File: src/hdl/mode_ctrl_pkg.sv
package mode_ctrl_pkg;
  // register map
  localparam logic [4:0]  MODE_CTRL_ADDR   = 5'h00;
  localparam logic [15:0] MODE_CTRL_RESET  = 16'h1040;
  localparam logic [15:0] MODE_CTRL_WMASK  = 16'hffe0;
  // field positions
  localparam int BIT_SOFT_RESET = 15;
  localparam int BIT_LOOPBACK   = 14;
  localparam int BIT_SPEED_LSB  = 13;
  localparam int BIT_AN_ENABLE  = 12;
  localparam int BIT_POWER_DOWN = 11;
  localparam int BIT_ISOLATE    = 10;
  localparam int BIT_AN_RESTART = 9;
  localparam int BIT_DUPLEX     = 8;
  localparam int BIT_COL_TEST   = 7;
  localparam int BIT_SPEED_MSB  = 6;
  localparam int BIT_UNIDIR     = 5;
  // forced speed codes
  localparam logic [1:0] SPEED_10   = 2'h0;
  localparam logic [1:0] SPEED_100  = 2'h1;
  localparam logic [1:0] SPEED_1000 = 2'h2;
  localparam logic [1:0] SPEED_RSVD = 2'h3;
  // media modes
  typedef enum logic [1:0] {
    MEDIA_COPPER = 2'b00,
    MEDIA_PROTO  = 2'b01,
    MEDIA_1000X  = 2'b10,
    MEDIA_100FX  = 2'b11
  } media_type;
  // quiet time the manager keeps after a soft reset
  localparam int SOFT_RESET_WAIT_NS = 1000;
  localparam int CLK_PERIOD_NS      = 10;
  localparam int SOFT_RESET_CYCLES  = (SOFT_RESET_WAIT_NS + CLK_PERIOD_NS - 1) / CLK_PERIOD_NS;
endpackage

File: src/hdl/pulse_stretch.sv
`timescale 1ns/1ps
`default_nettype none
// holds a level high for a fixed number of cycles after a start pulse
module pulse_stretch
  import mode_ctrl_pkg::*;
(
  // clock and reset
  input  wire logic mclk,
  input  wire logic rst_n,
  // control
  input  wire logic start,
  output logic      busy
);
  logic [7:0] count_reg;
  logic [7:0] count_next;

  // reload on start, count down otherwise
  assign count_next = start ? 8'(SOFT_RESET_CYCLES) :
                      (count_reg != 8'h00) ? count_reg - 8'h01 : 8'h00;

  always_ff @(posedge mclk) begin
    if (!rst_n) begin
      count_reg <= 8'h00;
      busy      <= 1'b0;
    end else begin
      count_reg <= count_next;
      busy      <= (count_next != 8'h00);
    end
  end
endmodule
`default_nettype wire

File: src/hdl/port_mode_control.sv
`timescale 1ns/1ps
`default_nettype none
// How it works
// writing 1 to bit 15 restores defaults; bit self-clears
// manager waits 1 us after soft reset before next access
// bit 14 loops data back at the selected speed and duplex
// forced speed code is bit6 high, bit13 low; 11 reserved
// forced speed resets to code 10, 1000 Mbps
// bit 10 disables MAC outputs and ignores MAC inputs
// writing 1 to bit 9 restarts autonegotiation; bit self-clears
// bit 7 enables the collision test
// unidirectional bit ignored with autonegotiation on or half duplex
// effective unidirectional bit allows transmit without valid link
// unidirectional transmit only applies in fiber modes
// manager picks master or slave before forcing 1000 Mbps
// manager powers port down after link loss in forced 1000 Mbps
// manager selects page 0 before reaching this register
// bit 11 powers down; bit 12 resets to 1, selects negotiation
// reserved bits 4..0 ignore writes and read zero
module port_mode_control
  import mode_ctrl_pkg::*;
(
  // clock and reset
  input  wire logic        mclk,
  input  wire logic        rst_n,
  // serial_mgmt_port register access, page already decoded
  input  wire logic        mgmt_wr,
  input  wire logic [4:0]  mgmt_addr,
  input  wire logic [15:0] mgmt_wdata,
  output logic [15:0]      mgmt_rdata,
  output logic             mgmt_busy,
  // media side status
  input  wire media_type   media_mode,
  input  wire logic        link_valid,
  // mac side data
  input  wire logic        mac_tx_in,
  output logic             mac_tx_taken,
  output logic             mac_out_en,
  // controls towards the datapath
  output logic             soft_reset_pulse,
  output logic             an_restart_pulse,
  output logic             an_enabled,
  output logic             loopback_on,
  output logic [1:0]       speed_sel,
  output logic             full_duplex,
  output logic             power_down,
  output logic             col_test_on,
  output logic             tx_allowed
);
  ////////////////////////////////////////////////////////////////////////
  // stored copy of the register
  logic [15:0] ctrl_reg;
  logic [15:0] ctrl_next;
  wire         hit      = mgmt_wr && (mgmt_addr == MODE_CTRL_ADDR);
  wire         do_sreset = hit && mgmt_wdata[BIT_SOFT_RESET];
  wire         do_restart = hit && mgmt_wdata[BIT_AN_RESTART];
  // self-clearing bits never store, reserved bits never store
  wire [15:0]  store_mask = MODE_CTRL_WMASK &
                            ~(16'h0001 << BIT_SOFT_RESET) &
                            ~(16'h0001 << BIT_AN_RESTART);

  // soft reset wins over the data written with it
  assign ctrl_next = do_sreset ? MODE_CTRL_RESET :
                     hit ? (mgmt_wdata & store_mask) : ctrl_reg;

  // control register: the device reset and a soft reset both load the defaults
  always_ff @(posedge mclk) begin
    if (!rst_n) begin
      ctrl_reg <= MODE_CTRL_RESET;
    end else begin
      ctrl_reg <= ctrl_next;
    end
  end

  ////////////////////////////////////////////////////////////////////////
  // busy window after soft reset; writes are still taken while it is high,
  // so it is a hint for the manager rather than a lock
  pulse_stretch u_wait (
    .mclk  (mclk),
    .rst_n (rst_n),
    .start (do_sreset),
    .busy  (mgmt_busy)
  );

  ////////////////////////////////////////////////////////////////////////
  // derived controls
  // unidirectional needs negotiation off, full duplex and a fiber medium
  wire       fiber    = (media_mode == MEDIA_1000X) || (media_mode == MEDIA_100FX);
  wire       unidir_eff = !ctrl_next[BIT_AN_ENABLE] && ctrl_next[BIT_DUPLEX] &&
                          ctrl_next[BIT_UNIDIR] && fiber;
  wire [1:0] speed_w  = {ctrl_next[BIT_SPEED_MSB], ctrl_next[BIT_SPEED_LSB]};
  wire       iso_w    = ctrl_next[BIT_ISOLATE];
  wire       tx_ok_w  = unidir_eff || link_valid;
  // read back: self-clearing and reserved bits always read zero
  wire [15:0] rdata_w = ctrl_next & store_mask;

  // management view: the stored copy with self-clearing and reserved bits dropped
  always_ff @(posedge mclk) begin
    if (!rst_n) begin
      mgmt_rdata <= MODE_CTRL_RESET;
    end else begin
      mgmt_rdata <= rdata_w;
    end
  end

  // one-cycle strobes; a restart written together with a soft reset is dropped,
  // since the soft reset already returns negotiation to its default state
  always_ff @(posedge mclk) begin
    if (!rst_n) begin
      soft_reset_pulse <= 1'b0;
      an_restart_pulse <= 1'b0;
    end else begin
      soft_reset_pulse <= do_sreset;
      an_restart_pulse <= do_restart && !do_sreset;
    end
  end

  // mode levels towards the datapath
  always_ff @(posedge mclk) begin
    if (!rst_n) begin
      an_enabled  <= 1'b1;
      loopback_on <= 1'b0;
      speed_sel   <= SPEED_1000;
      full_duplex <= 1'b0;
      power_down  <= 1'b0;
      col_test_on <= 1'b0;
    end else begin
      an_enabled  <= ctrl_next[BIT_AN_ENABLE];
      loopback_on <= ctrl_next[BIT_LOOPBACK];
      speed_sel   <= speed_w;
      full_duplex <= ctrl_next[BIT_DUPLEX];
      power_down  <= ctrl_next[BIT_POWER_DOWN];
      col_test_on <= ctrl_next[BIT_COL_TEST];
    end
  end

  // mac side gating; outputs stay disabled while reset is held and are
  // enabled by the first edge after release unless isolate is stored
  always_ff @(posedge mclk) begin
    if (!rst_n) begin
      tx_allowed   <= 1'b0;
      mac_out_en   <= 1'b1;
      mac_tx_taken <= 1'b0;
    end else begin
      tx_allowed   <= tx_ok_w && !iso_w;
      mac_out_en   <= iso_w;                          // low means driving
      mac_tx_taken <= mac_tx_in && !iso_w && tx_ok_w;
    end
  end

  ////////////////////////////////////////////////////////////////////////
  // checks
  // soft reset: defaults back, one strobe, busy held for the first 8 cycles of the wait window
  sreset_clear_a: assert property (@(posedge mclk) disable iff (!rst_n)
    do_sreset |=> (mgmt_rdata == MODE_CTRL_RESET) && soft_reset_pulse)
    else $error("soft reset did not restore defaults");

  sreset_once_a: assert property (@(posedge mclk) disable iff (!rst_n)
    soft_reset_pulse |-> $past(do_sreset))
    else $error("soft reset strobe without a write");

  sreset_busy_a: assert property (@(posedge mclk) disable iff (!rst_n)
    do_sreset |=> mgmt_busy [*8])
    else $error("busy window too short");

  // reset values of the mode fields
  reset_value_a: assert property (@(posedge mclk) disable iff (!rst_n)
    !$past(rst_n) |-> (speed_sel == SPEED_1000) && an_enabled && !power_down)
    else $error("reset values wrong");

  // restart strobe follows each restart write made without a soft reset; back to back writes are legal
  restart_pulse_a: assert property (@(posedge mclk) disable iff (!rst_n)
    do_restart && !do_sreset |=> an_restart_pulse && !mgmt_rdata[BIT_AN_RESTART])
    else $error("restart write gave no strobe");

  restart_clear_a: assert property (@(posedge mclk) disable iff (!rst_n)
    !(do_restart && !do_sreset) |=> !an_restart_pulse)
    else $error("restart strobe not self clearing");

  // mode levels follow the stored fields
  speed_map_a: assert property (@(posedge mclk) disable iff (!rst_n)
    speed_sel == {mgmt_rdata[BIT_SPEED_MSB], mgmt_rdata[BIT_SPEED_LSB]})
    else $error("speed code mismatch");

  loopback_map_a: assert property (@(posedge mclk) disable iff (!rst_n)
    (loopback_on == mgmt_rdata[BIT_LOOPBACK]) && (full_duplex == mgmt_rdata[BIT_DUPLEX]))
    else $error("loopback or duplex mismatch");

  power_map_a: assert property (@(posedge mclk) disable iff (!rst_n)
    (power_down == mgmt_rdata[BIT_POWER_DOWN]) && (an_enabled == mgmt_rdata[BIT_AN_ENABLE]))
    else $error("power down or negotiation mismatch");

  col_test_a: assert property (@(posedge mclk) disable iff (!rst_n)
    col_test_on == mgmt_rdata[BIT_COL_TEST])
    else $error("collision test mismatch");

  reserved_zero_a: assert property (@(posedge mclk) disable iff (!rst_n)
    mgmt_rdata[4:0] == 5'h00)
    else $error("reserved bits nonzero");

  // mac side gating
  isolate_out_a: assert property (@(posedge mclk) disable iff (!rst_n)
    mgmt_rdata[BIT_ISOLATE] |-> mac_out_en && !mac_tx_taken)
    else $error("isolate not honoured");

  mac_taken_a: assert property (@(posedge mclk) disable iff (!rst_n)
    mac_tx_taken |-> tx_allowed && !mac_out_en)
    else $error("transmit taken without permission");

  unidir_ign_a: assert property (@(posedge mclk) disable iff (!rst_n)
    (an_enabled || !full_duplex) && !$past(link_valid) |-> !tx_allowed)
    else $error("unidirectional bit not ignored");

  unidir_tx_a: assert property (@(posedge mclk) disable iff (!rst_n)
    $past(rst_n) && $past(unidir_eff) && !$past(iso_w) |-> tx_allowed)
    else $error("unidirectional transmit refused");

  copper_unidir_a: assert property (@(posedge mclk) disable iff (!rst_n)
    $past(media_mode) == MEDIA_COPPER && !$past(link_valid) |-> !tx_allowed)
    else $error("unidirectional active in copper");
endmodule
`default_nettype wire

File: config.mk
export PLATFORM = sky130hd
export DESIGN_NAME = port_mode_control
export DESIGN_NICKNAME = d
export VERILOG_FILES = /design/src/hdl/mode_ctrl_pkg.sv /design/src/hdl/pulse_stretch.sv /design/src/hdl/port_mode_control.sv
export SDC_FILE = /design/constraint.sdc
export NUM_CORES = 1
export LEC_CHECK = 0
export BUFFER_PORTS_ARGS = -buffer_cell sky130_fd_sc_hd__buf_2
export CAP_MARGIN = 40
export CORE_UTILIZATION = 40
export CTS_CLUSTER_DIAMETER = 40
export DETAILED_ROUTE_END_ITERATION = 7
export GPL_TIMING_DRIVEN = 0
export PLACE_DENSITY = 0.7
export SLEW_MARGIN = 20
export SYNTH_ARGS = -nofsm -noshare
export SYNTH_HDL_FRONTEND = slang
export SYNTH_SLANG_ARGS = --single-unit
File: constraint.sdc
create_clock -name mclk -period 1.8 [get_ports mclk]
set_clock_uncertainty 0.2 [all_clocks]
set_input_delay 0.18 -clock mclk [delete_from_list [all_inputs] [get_ports mclk]]
set_output_delay 0.18 -clock mclk [all_outputs]
set_load 0.005 [all_outputs]
==> results.txt, run 1 <==
RD Place Congestion - 0.767
residual DRC count - 0
Yosys top cell by area - sky130_fd_sc_hd__dfxtp_1
area of the core - 0.00257 mm2
maximum capacitance violations - 0
cell count after synthesis - 125
number of sinks driven by the clock tree - 23
Worst Path Max Fanout - 4
Slowest Stage Delay on Critical Path - 520 ps
1st-pass router iterations - 4
setup slack at placement - -59.9 ps
WP data required - 1860 ps
P per Cell Area - 1040 mW/mm2
Hold Vio Cnt, Final - 0
Critical R2R Launch - u_wait.count_reg[5]
critical path capture point type - flop
initial DRC count - 14
vias per inst - 4.78
HP Start - mgmt_wdata[10]
cells along the critical path - or3_4 -> or4_4 -> nand3_2 -> and2_4
number of global-route vias before repair - 964
worst endpoint data arrival time - 1810 ps
effective utilization at floorplan - 43.9%
clock buffer count from CTS - 3
utilization of the core after routing - 62.7%
final non-filler cell area - 0.00161 mm2
per-cell routed wire length - 11.8 um
Die X - 55.1 um
pin count of the biggest net entering global routing - 13
end point of the worst hold path - mgmt_rdata[10]
max reg flops - 9
type of the worst setup path - reg2reg
DRT antenna net count - 0
Register-to-Register Setup Slack - 50 ps
Setup Viol. Count Final - 0
Buf/Inv on CP - 0
HPWL after detailed placement - 1810 um
post-detailed-routing wire length - 2630 um
netlist area before placement - 0.00113 mm2
antenna cells - 0
Post-Synthesis Mean Instance Area - 9.02 um2
layout-stage area growth over the synthesis result - 42.7%
fmax - 570 MHz
most common cell after layout, fill and taps aside - sky130_fd_sc_hd__buf_2
H-tree levels - 1
gr ovfl total - 0
number of enable-type register cells in the synthesized netlist - 0
type of the tightest min-delay check - in2reg
first-pass GRT wire length - 4070 um
pins over their slew limit - 0
height of the chip - 55.1 um
quantity of I/O buffers inserted on ports - 42
leakage - 0.763 nW
count of standard-cell rows - 18
number of cells traversed by the worst hold path - 3
Yosys Warn Count - 0
slack of the critical path - 45.7 ps
worst flop-to-flop path endpoint - u_wait.count_reg[6]
smallest hold slack - 28.7 ps
Total Routing Usage GR - 19.0%
kind of start point of the critical path - flop
post-placement cell area - 0.00140 mm2
Final min period - 1750 ps
clock tree from TritonCTS - done
share of final-layout standard cells stronger than drive strength 1 - 41.5%
r2r worst-path depth - 4
worst IR drop on VDD - 0.000825 V
period utilization - 97.5%
proportion of netlist area held by the largest area contributor - 40.8%
top cells by area in the synthesized netlist - sky130_fd_sc_hd__dfxtp_1, sky130_fd_sc_hd__buf_4, sky130_fd_sc_hd__a21boi_0
number of top-level design ports - 57
number of distinct library cells after synthesis - 39
Most used DFF post-synth - sky130_fd_sc_hd__dfxtp_1
fraction of synthesis flops using an asynchronous set or reset pin - 0%
Die Footprint - 0.00303 mm2
clock latency on the worst-skew pair - 300 ps
Max stage delay cell, worst path - sky130_fd_sc_hd__or4_4
flip-flop and latch count after synthesis - 23
maximum number of buffers from clock root to sink - 2
most used cells in the layout excluding fill and tap cells - sky130_fd_sc_hd__buf_2, sky130_fd_sc_hd__dfxtp_1, sky130_fd_sc_hd__buf_4, sky130_fd_sc_hd__dlygate4sd3_1, sky130_fd_sc_hd__nand2_1
initial antenna violation count - 0
run status - completed
setup repair after global routing missed its margin - no
kind of cell with the highest combined delay on the critical path - simple AND/OR/NAND/NOR gates
number of nets at the end of the flow - 224
CTS Root Cell - sky130_fd_sc_hd__clkbuf_4
via total after detailed routing - 1067
share of synthesized area occupied by flip-flops and latches - 40.8%
clock-pin slew reported for the worst setup and hold paths after clock tree synthesis - 130 ps
## metal layers
layer  global-route usage (%)  share of wire (%)  up-vias
li1                         -                  -      546
met1                     21.6                 42      489
met2                     35.5                 53       30
met3                     2.46                4.2        2
met4                     7.50               0.68        0
met5                        0                  0        -
## synth_stat cells (2+ instances only)
| library cell | instances |
|---|---|
| sky130_fd_sc_hd__dfxtp_1 | 23 |
| sky130_fd_sc_hd__nand4_1 | 2 |
| sky130_fd_sc_hd__nor3_1 | 3 |
| sky130_fd_sc_hd__a21boi_0 | 10 |
| sky130_fd_sc_hd__or4_1 | 2 |
| sky130_fd_sc_hd__nand2_1 | 11 |
| sky130_fd_sc_hd__ha_1 | 2 |
| sky130_fd_sc_hd__nor2_1 | 10 |
| sky130_fd_sc_hd__buf_4 | 14 |
| sky130_fd_sc_hd__xnor2_1 | 2 |
| sky130_fd_sc_hd__nand3_1 | 5 |
| sky130_fd_sc_hd__o31a_2 | 2 |
| sky130_fd_sc_hd__o21ai_0 | 4 |
| sky130_fd_sc_hd__nand3b_1 | 6 |
| sky130_fd_sc_hd__inv_1 | 3 |
| sky130_fd_sc_hd__a21oi_1 | 2 |
| sky130_fd_sc_hd__and3_1 | 2 |
## area by class of cell
class                           instances  area [um2]
Sequential cell                        23         463
Tap cell                               30        37.5
Buffer                                 17         124
Inverter                                3        13.8
Timing Repair Buffer                   58         363
Fill cell                             221         958
Clock buffer                            4        26.3
Multi-Input combinational cell         88         582
## per-stage QoR
stage | TNS [ps] | std cells | power (W)
finish | 0 | 223 | 0.00167
global route | 0 | 223 | 0.00179
CTS | 0 | 221 | 0.00160
detailed placement | -119 | 203 | 0.00129
global placement | -121 | 203 | 0.00127
floorplan | 0 | 131 | 0.00115
## cell families after synthesis
kind of cell / after synthesis / share of synthesized area [%]
AO/OA/AOI/OAI: 21 / 12.9
adder cells (fa/ha/maj): 2 / 2.22
multiplexers: 1 / 0.999
XOR/XNOR: 3 / 2.33
buffers and inverters: 20 / 12.0
other: 1 / 0.333
AND/OR/NAND/NOR: 54 / 28.4
flip-flops: 23 / 40.8
## power breakdown
part           internal, W  switching [W]  total [W]
Clock            0.0000863       0.000151   0.000237
Combinational     0.000421       0.000330   0.000751
Sequential        0.000607      0.0000707   0.000678
Total              0.00111       0.000552    0.00167
## repair_timing
item                                   4_1_cts  5_1_grt
gates cloned                                 0        0
endpoints found under the hold margin       11        0
pin swaps                                    0        4
hold buffers                                13        0
buffers inserted                             1        2
resized for setup                            4        7
setup endpoints to repair                    2        2
## tightest hold or removal path, cell delays in order
cell and delay [ps]:
sky130_fd_sc_hd__buf_2 100, sky130_fd_sc_hd__nand4b_1 120, sky130_fd_sc_hd__a21boi_0 100
## worst max-delay path by stage
| stage | from | endpoint | slack [ps] | cells after the start |
|---|---|---|---|---|
| detailed placement | u_wait.count_reg[0] | u_wait.busy | -60 | 6 |
| global placement | u_wait.count_reg[0] | u_wait.busy | -60 | 6 |
| global route | u_wait.count_reg[0] | u_wait.count_reg[6] | 4 | 6 |
| finish | u_wait.count_reg[5] | u_wait.count_reg[6] | 50 | 4 |
| floorplan | u_wait.count_reg[0] | u_wait.busy | 10 | 6 |
| CTS | u_wait.count_reg[0] | u_wait.count_reg[6] | 9 | 6 |
Note: power is estimated with default switching activity, not from simulation.
==> inputs of run 2 (changes only) <==
--- a/config.mk
+++ b/config.mk
@@ -7,11 +7,13 @@
 export LEC_CHECK = 0
 export BUFFER_PORTS_ARGS = -buffer_cell sky130_fd_sc_hd__buf_2
 export CAP_MARGIN = 40
-export CORE_UTILIZATION = 40
+export CORE_UTILIZATION = 42
+export CTS_BUF_LIST = sky130_fd_sc_hd__clkbuf_4
 export CTS_CLUSTER_DIAMETER = 40
 export DETAILED_ROUTE_END_ITERATION = 7
 export GPL_TIMING_DRIVEN = 0
-export PLACE_DENSITY = 0.7
+export PLACE_DENSITY = 0.74
+export SKIP_LAST_GASP = 1
 export SLEW_MARGIN = 20
 export SYNTH_ARGS = -nofsm -noshare
 export SYNTH_HDL_FRONTEND = slang
==> results.txt, run 2 (synthesis results as in run 1) <==
first-pass GRT wire length - 4020 um
worst flop-to-flop path endpoint - u_wait.busy
leakage - 0.769 nW
type of the tightest min-delay check - in2reg
HP Start - mgmt_wdata[10]
WP data required - 1860 ps
clock buffer count from CTS - 3
type of the worst setup path - reg2reg
area of the core - 0.00250 mm2
clock-pin slew reported for the worst setup and hold paths after clock tree synthesis - 120 ps
layout-stage area growth over the synthesis result - 43.4%
most common cell after layout, fill and taps aside - sky130_fd_sc_hd__buf_2
height of the chip - 53.8 um
vias per inst - 4.88
post-detailed-routing wire length - 2610 um
Die X - 53.8 um
initial DRC count - 18
effective utilization at floorplan - 45.1%
Final min period - 1750 ps
quantity of I/O buffers inserted on ports - 42
number of cells traversed by the worst hold path - 3
H-tree levels - 1
critical path capture point type - flop
worst endpoint data arrival time - 1810 ps
HPWL after detailed placement - 1820 um
number of nets at the end of the flow - 225
crit path launch - u_wait.count_reg[4]
Hold Vio Cnt, Final - 0
share of final-layout standard cells stronger than drive strength 1 - 42.3%
most used cells in the layout excluding fill and tap cells - sky130_fd_sc_hd__buf_2, sky130_fd_sc_hd__dfxtp_1, sky130_fd_sc_hd__buf_4, sky130_fd_sc_hd__dlygate4sd3_1, sky130_fd_sc_hd__nand2_1
number of fillers in the final layout - 207
max reg flops - 9
DRT antenna net count - 0
RD Place Congestion - 0.811
Seq. cell area - 463 um2
via total after detailed routing - 1094
Layout Cells excl Fill - 224
number of top-level design ports - 57
kind of start point of the critical path - flop
r2r worst-path depth - 4
Total Routing Usage GR - 19.4%
area occupied by multi-input gates - 581 um2
initial antenna violation count - 0
period utilization - 97.4%
maximum capacitance violations - 0
clock latency on the worst-skew pair - 300 ps
antenna cells - 0
CTS Root Cell - sky130_fd_sc_hd__clkbuf_4
per-cell routed wire length - 11.6 um
Register-to-Register Setup Slack - 50 ps
count of standard-cell rows - 18
number of global-route vias before repair - 980
run status - completed
number of sinks driven by the clock tree - 23
Worst Path Max Fanout - 4
Tot Pwr - 0.00170 W
residual DRC count - 0
worst IR drop on VDD - 0.000609 V
clock tree from TritonCTS - done
gr ovfl total - 0
Critical R2R Launch - u_wait.count_reg[4]
total instance count after detailed placement - 203
maximum number of buffers from clock root to sink - 2
1st-pass router iterations - 4
Setup Viol. Count Final - 0
Die Footprint - 0.00290 mm2
end point of the worst hold path - mgmt_rdata[10]
pin count of the biggest net entering global routing - 13
fmax - 570 MHz
pins over their slew limit - 0
P per Cell Area - 1050 mW/mm2
## run 2: changes by cell type in the layout (fill, tap and decap cells not counted), sizes merged
cell | before | now
buf | 59 | 60
## run 2: cell type report
class	instances	area share, %
multi-input combinational	88	35.9
sequential	23	28.6
timing repair buffer	59	22.9
buffer	17	7.66
tap	30	2.32
clock buffer	4	1.86
inverter	3	0.697
## run 2: where the power goes
part	internal [W]	switching [W]	total (W)
Clock	0.000101	0.000145	0.000247
Combinational	0.000432	0.000343	0.000776
Sequential	0.000607	0.0000714	0.000678
## run 2: stage by stage
step                      TNS [ps]  setup WS (ps)  hold WS (ps)  cell area [um2]  util (%)
after global placement        -130          -69.0           235             1400      56.0
after detailed placement      -167          -85.6           241             1400      56.0
final                            0           46.9          23.2             1620      64.7
after global routing         -18.9          -18.9          27.5             1620      64.7
after CTS                        0           4.72          15.2             1590      63.6
after floorplan                  0           11.2           126             1150         -
## run 2: repair_timing
action / CTS / global route
hold buffers: 13 / 0
resized for setup: 5 / 4
setup endpoints to repair: 2 / 2
pin swaps: 1 / 3
setup buffers: 2 / 2
endpoints found under the hold margin: 11 / 0
## run 2: worst max path at each step
stage / end / slack, ps / depth (start not counted)
floorplan: u_wait.busy / 10 / 6
global placement: u_wait.busy / -70 / 6
detailed placement: u_wait.busy / -90 / 6
CTS: u_wait.busy / 5 / 6
global route: u_wait.busy / -20 / 6
finish: u_wait.busy / 50 / 4
## run 2: critical path, cell delays in order, from the launching register on
cell and delay [ps]:
sky130_fd_sc_hd__dfxtp_1 370, sky130_fd_sc_hd__or3_4 390, sky130_fd_sc_hd__or4_4 520, sky130_fd_sc_hd__nand3_2 90, sky130_fd_sc_hd__o31a_2 140
## run 2: routing by layer
metal	global-route usage [%]	up-vias	share of wire, %
met4	8.33	0	0.61
met1	20.1	507	38
met5	0	-	0
li1	-	551	-
met2	37.9	34	57
met3	2.54	2	4.6
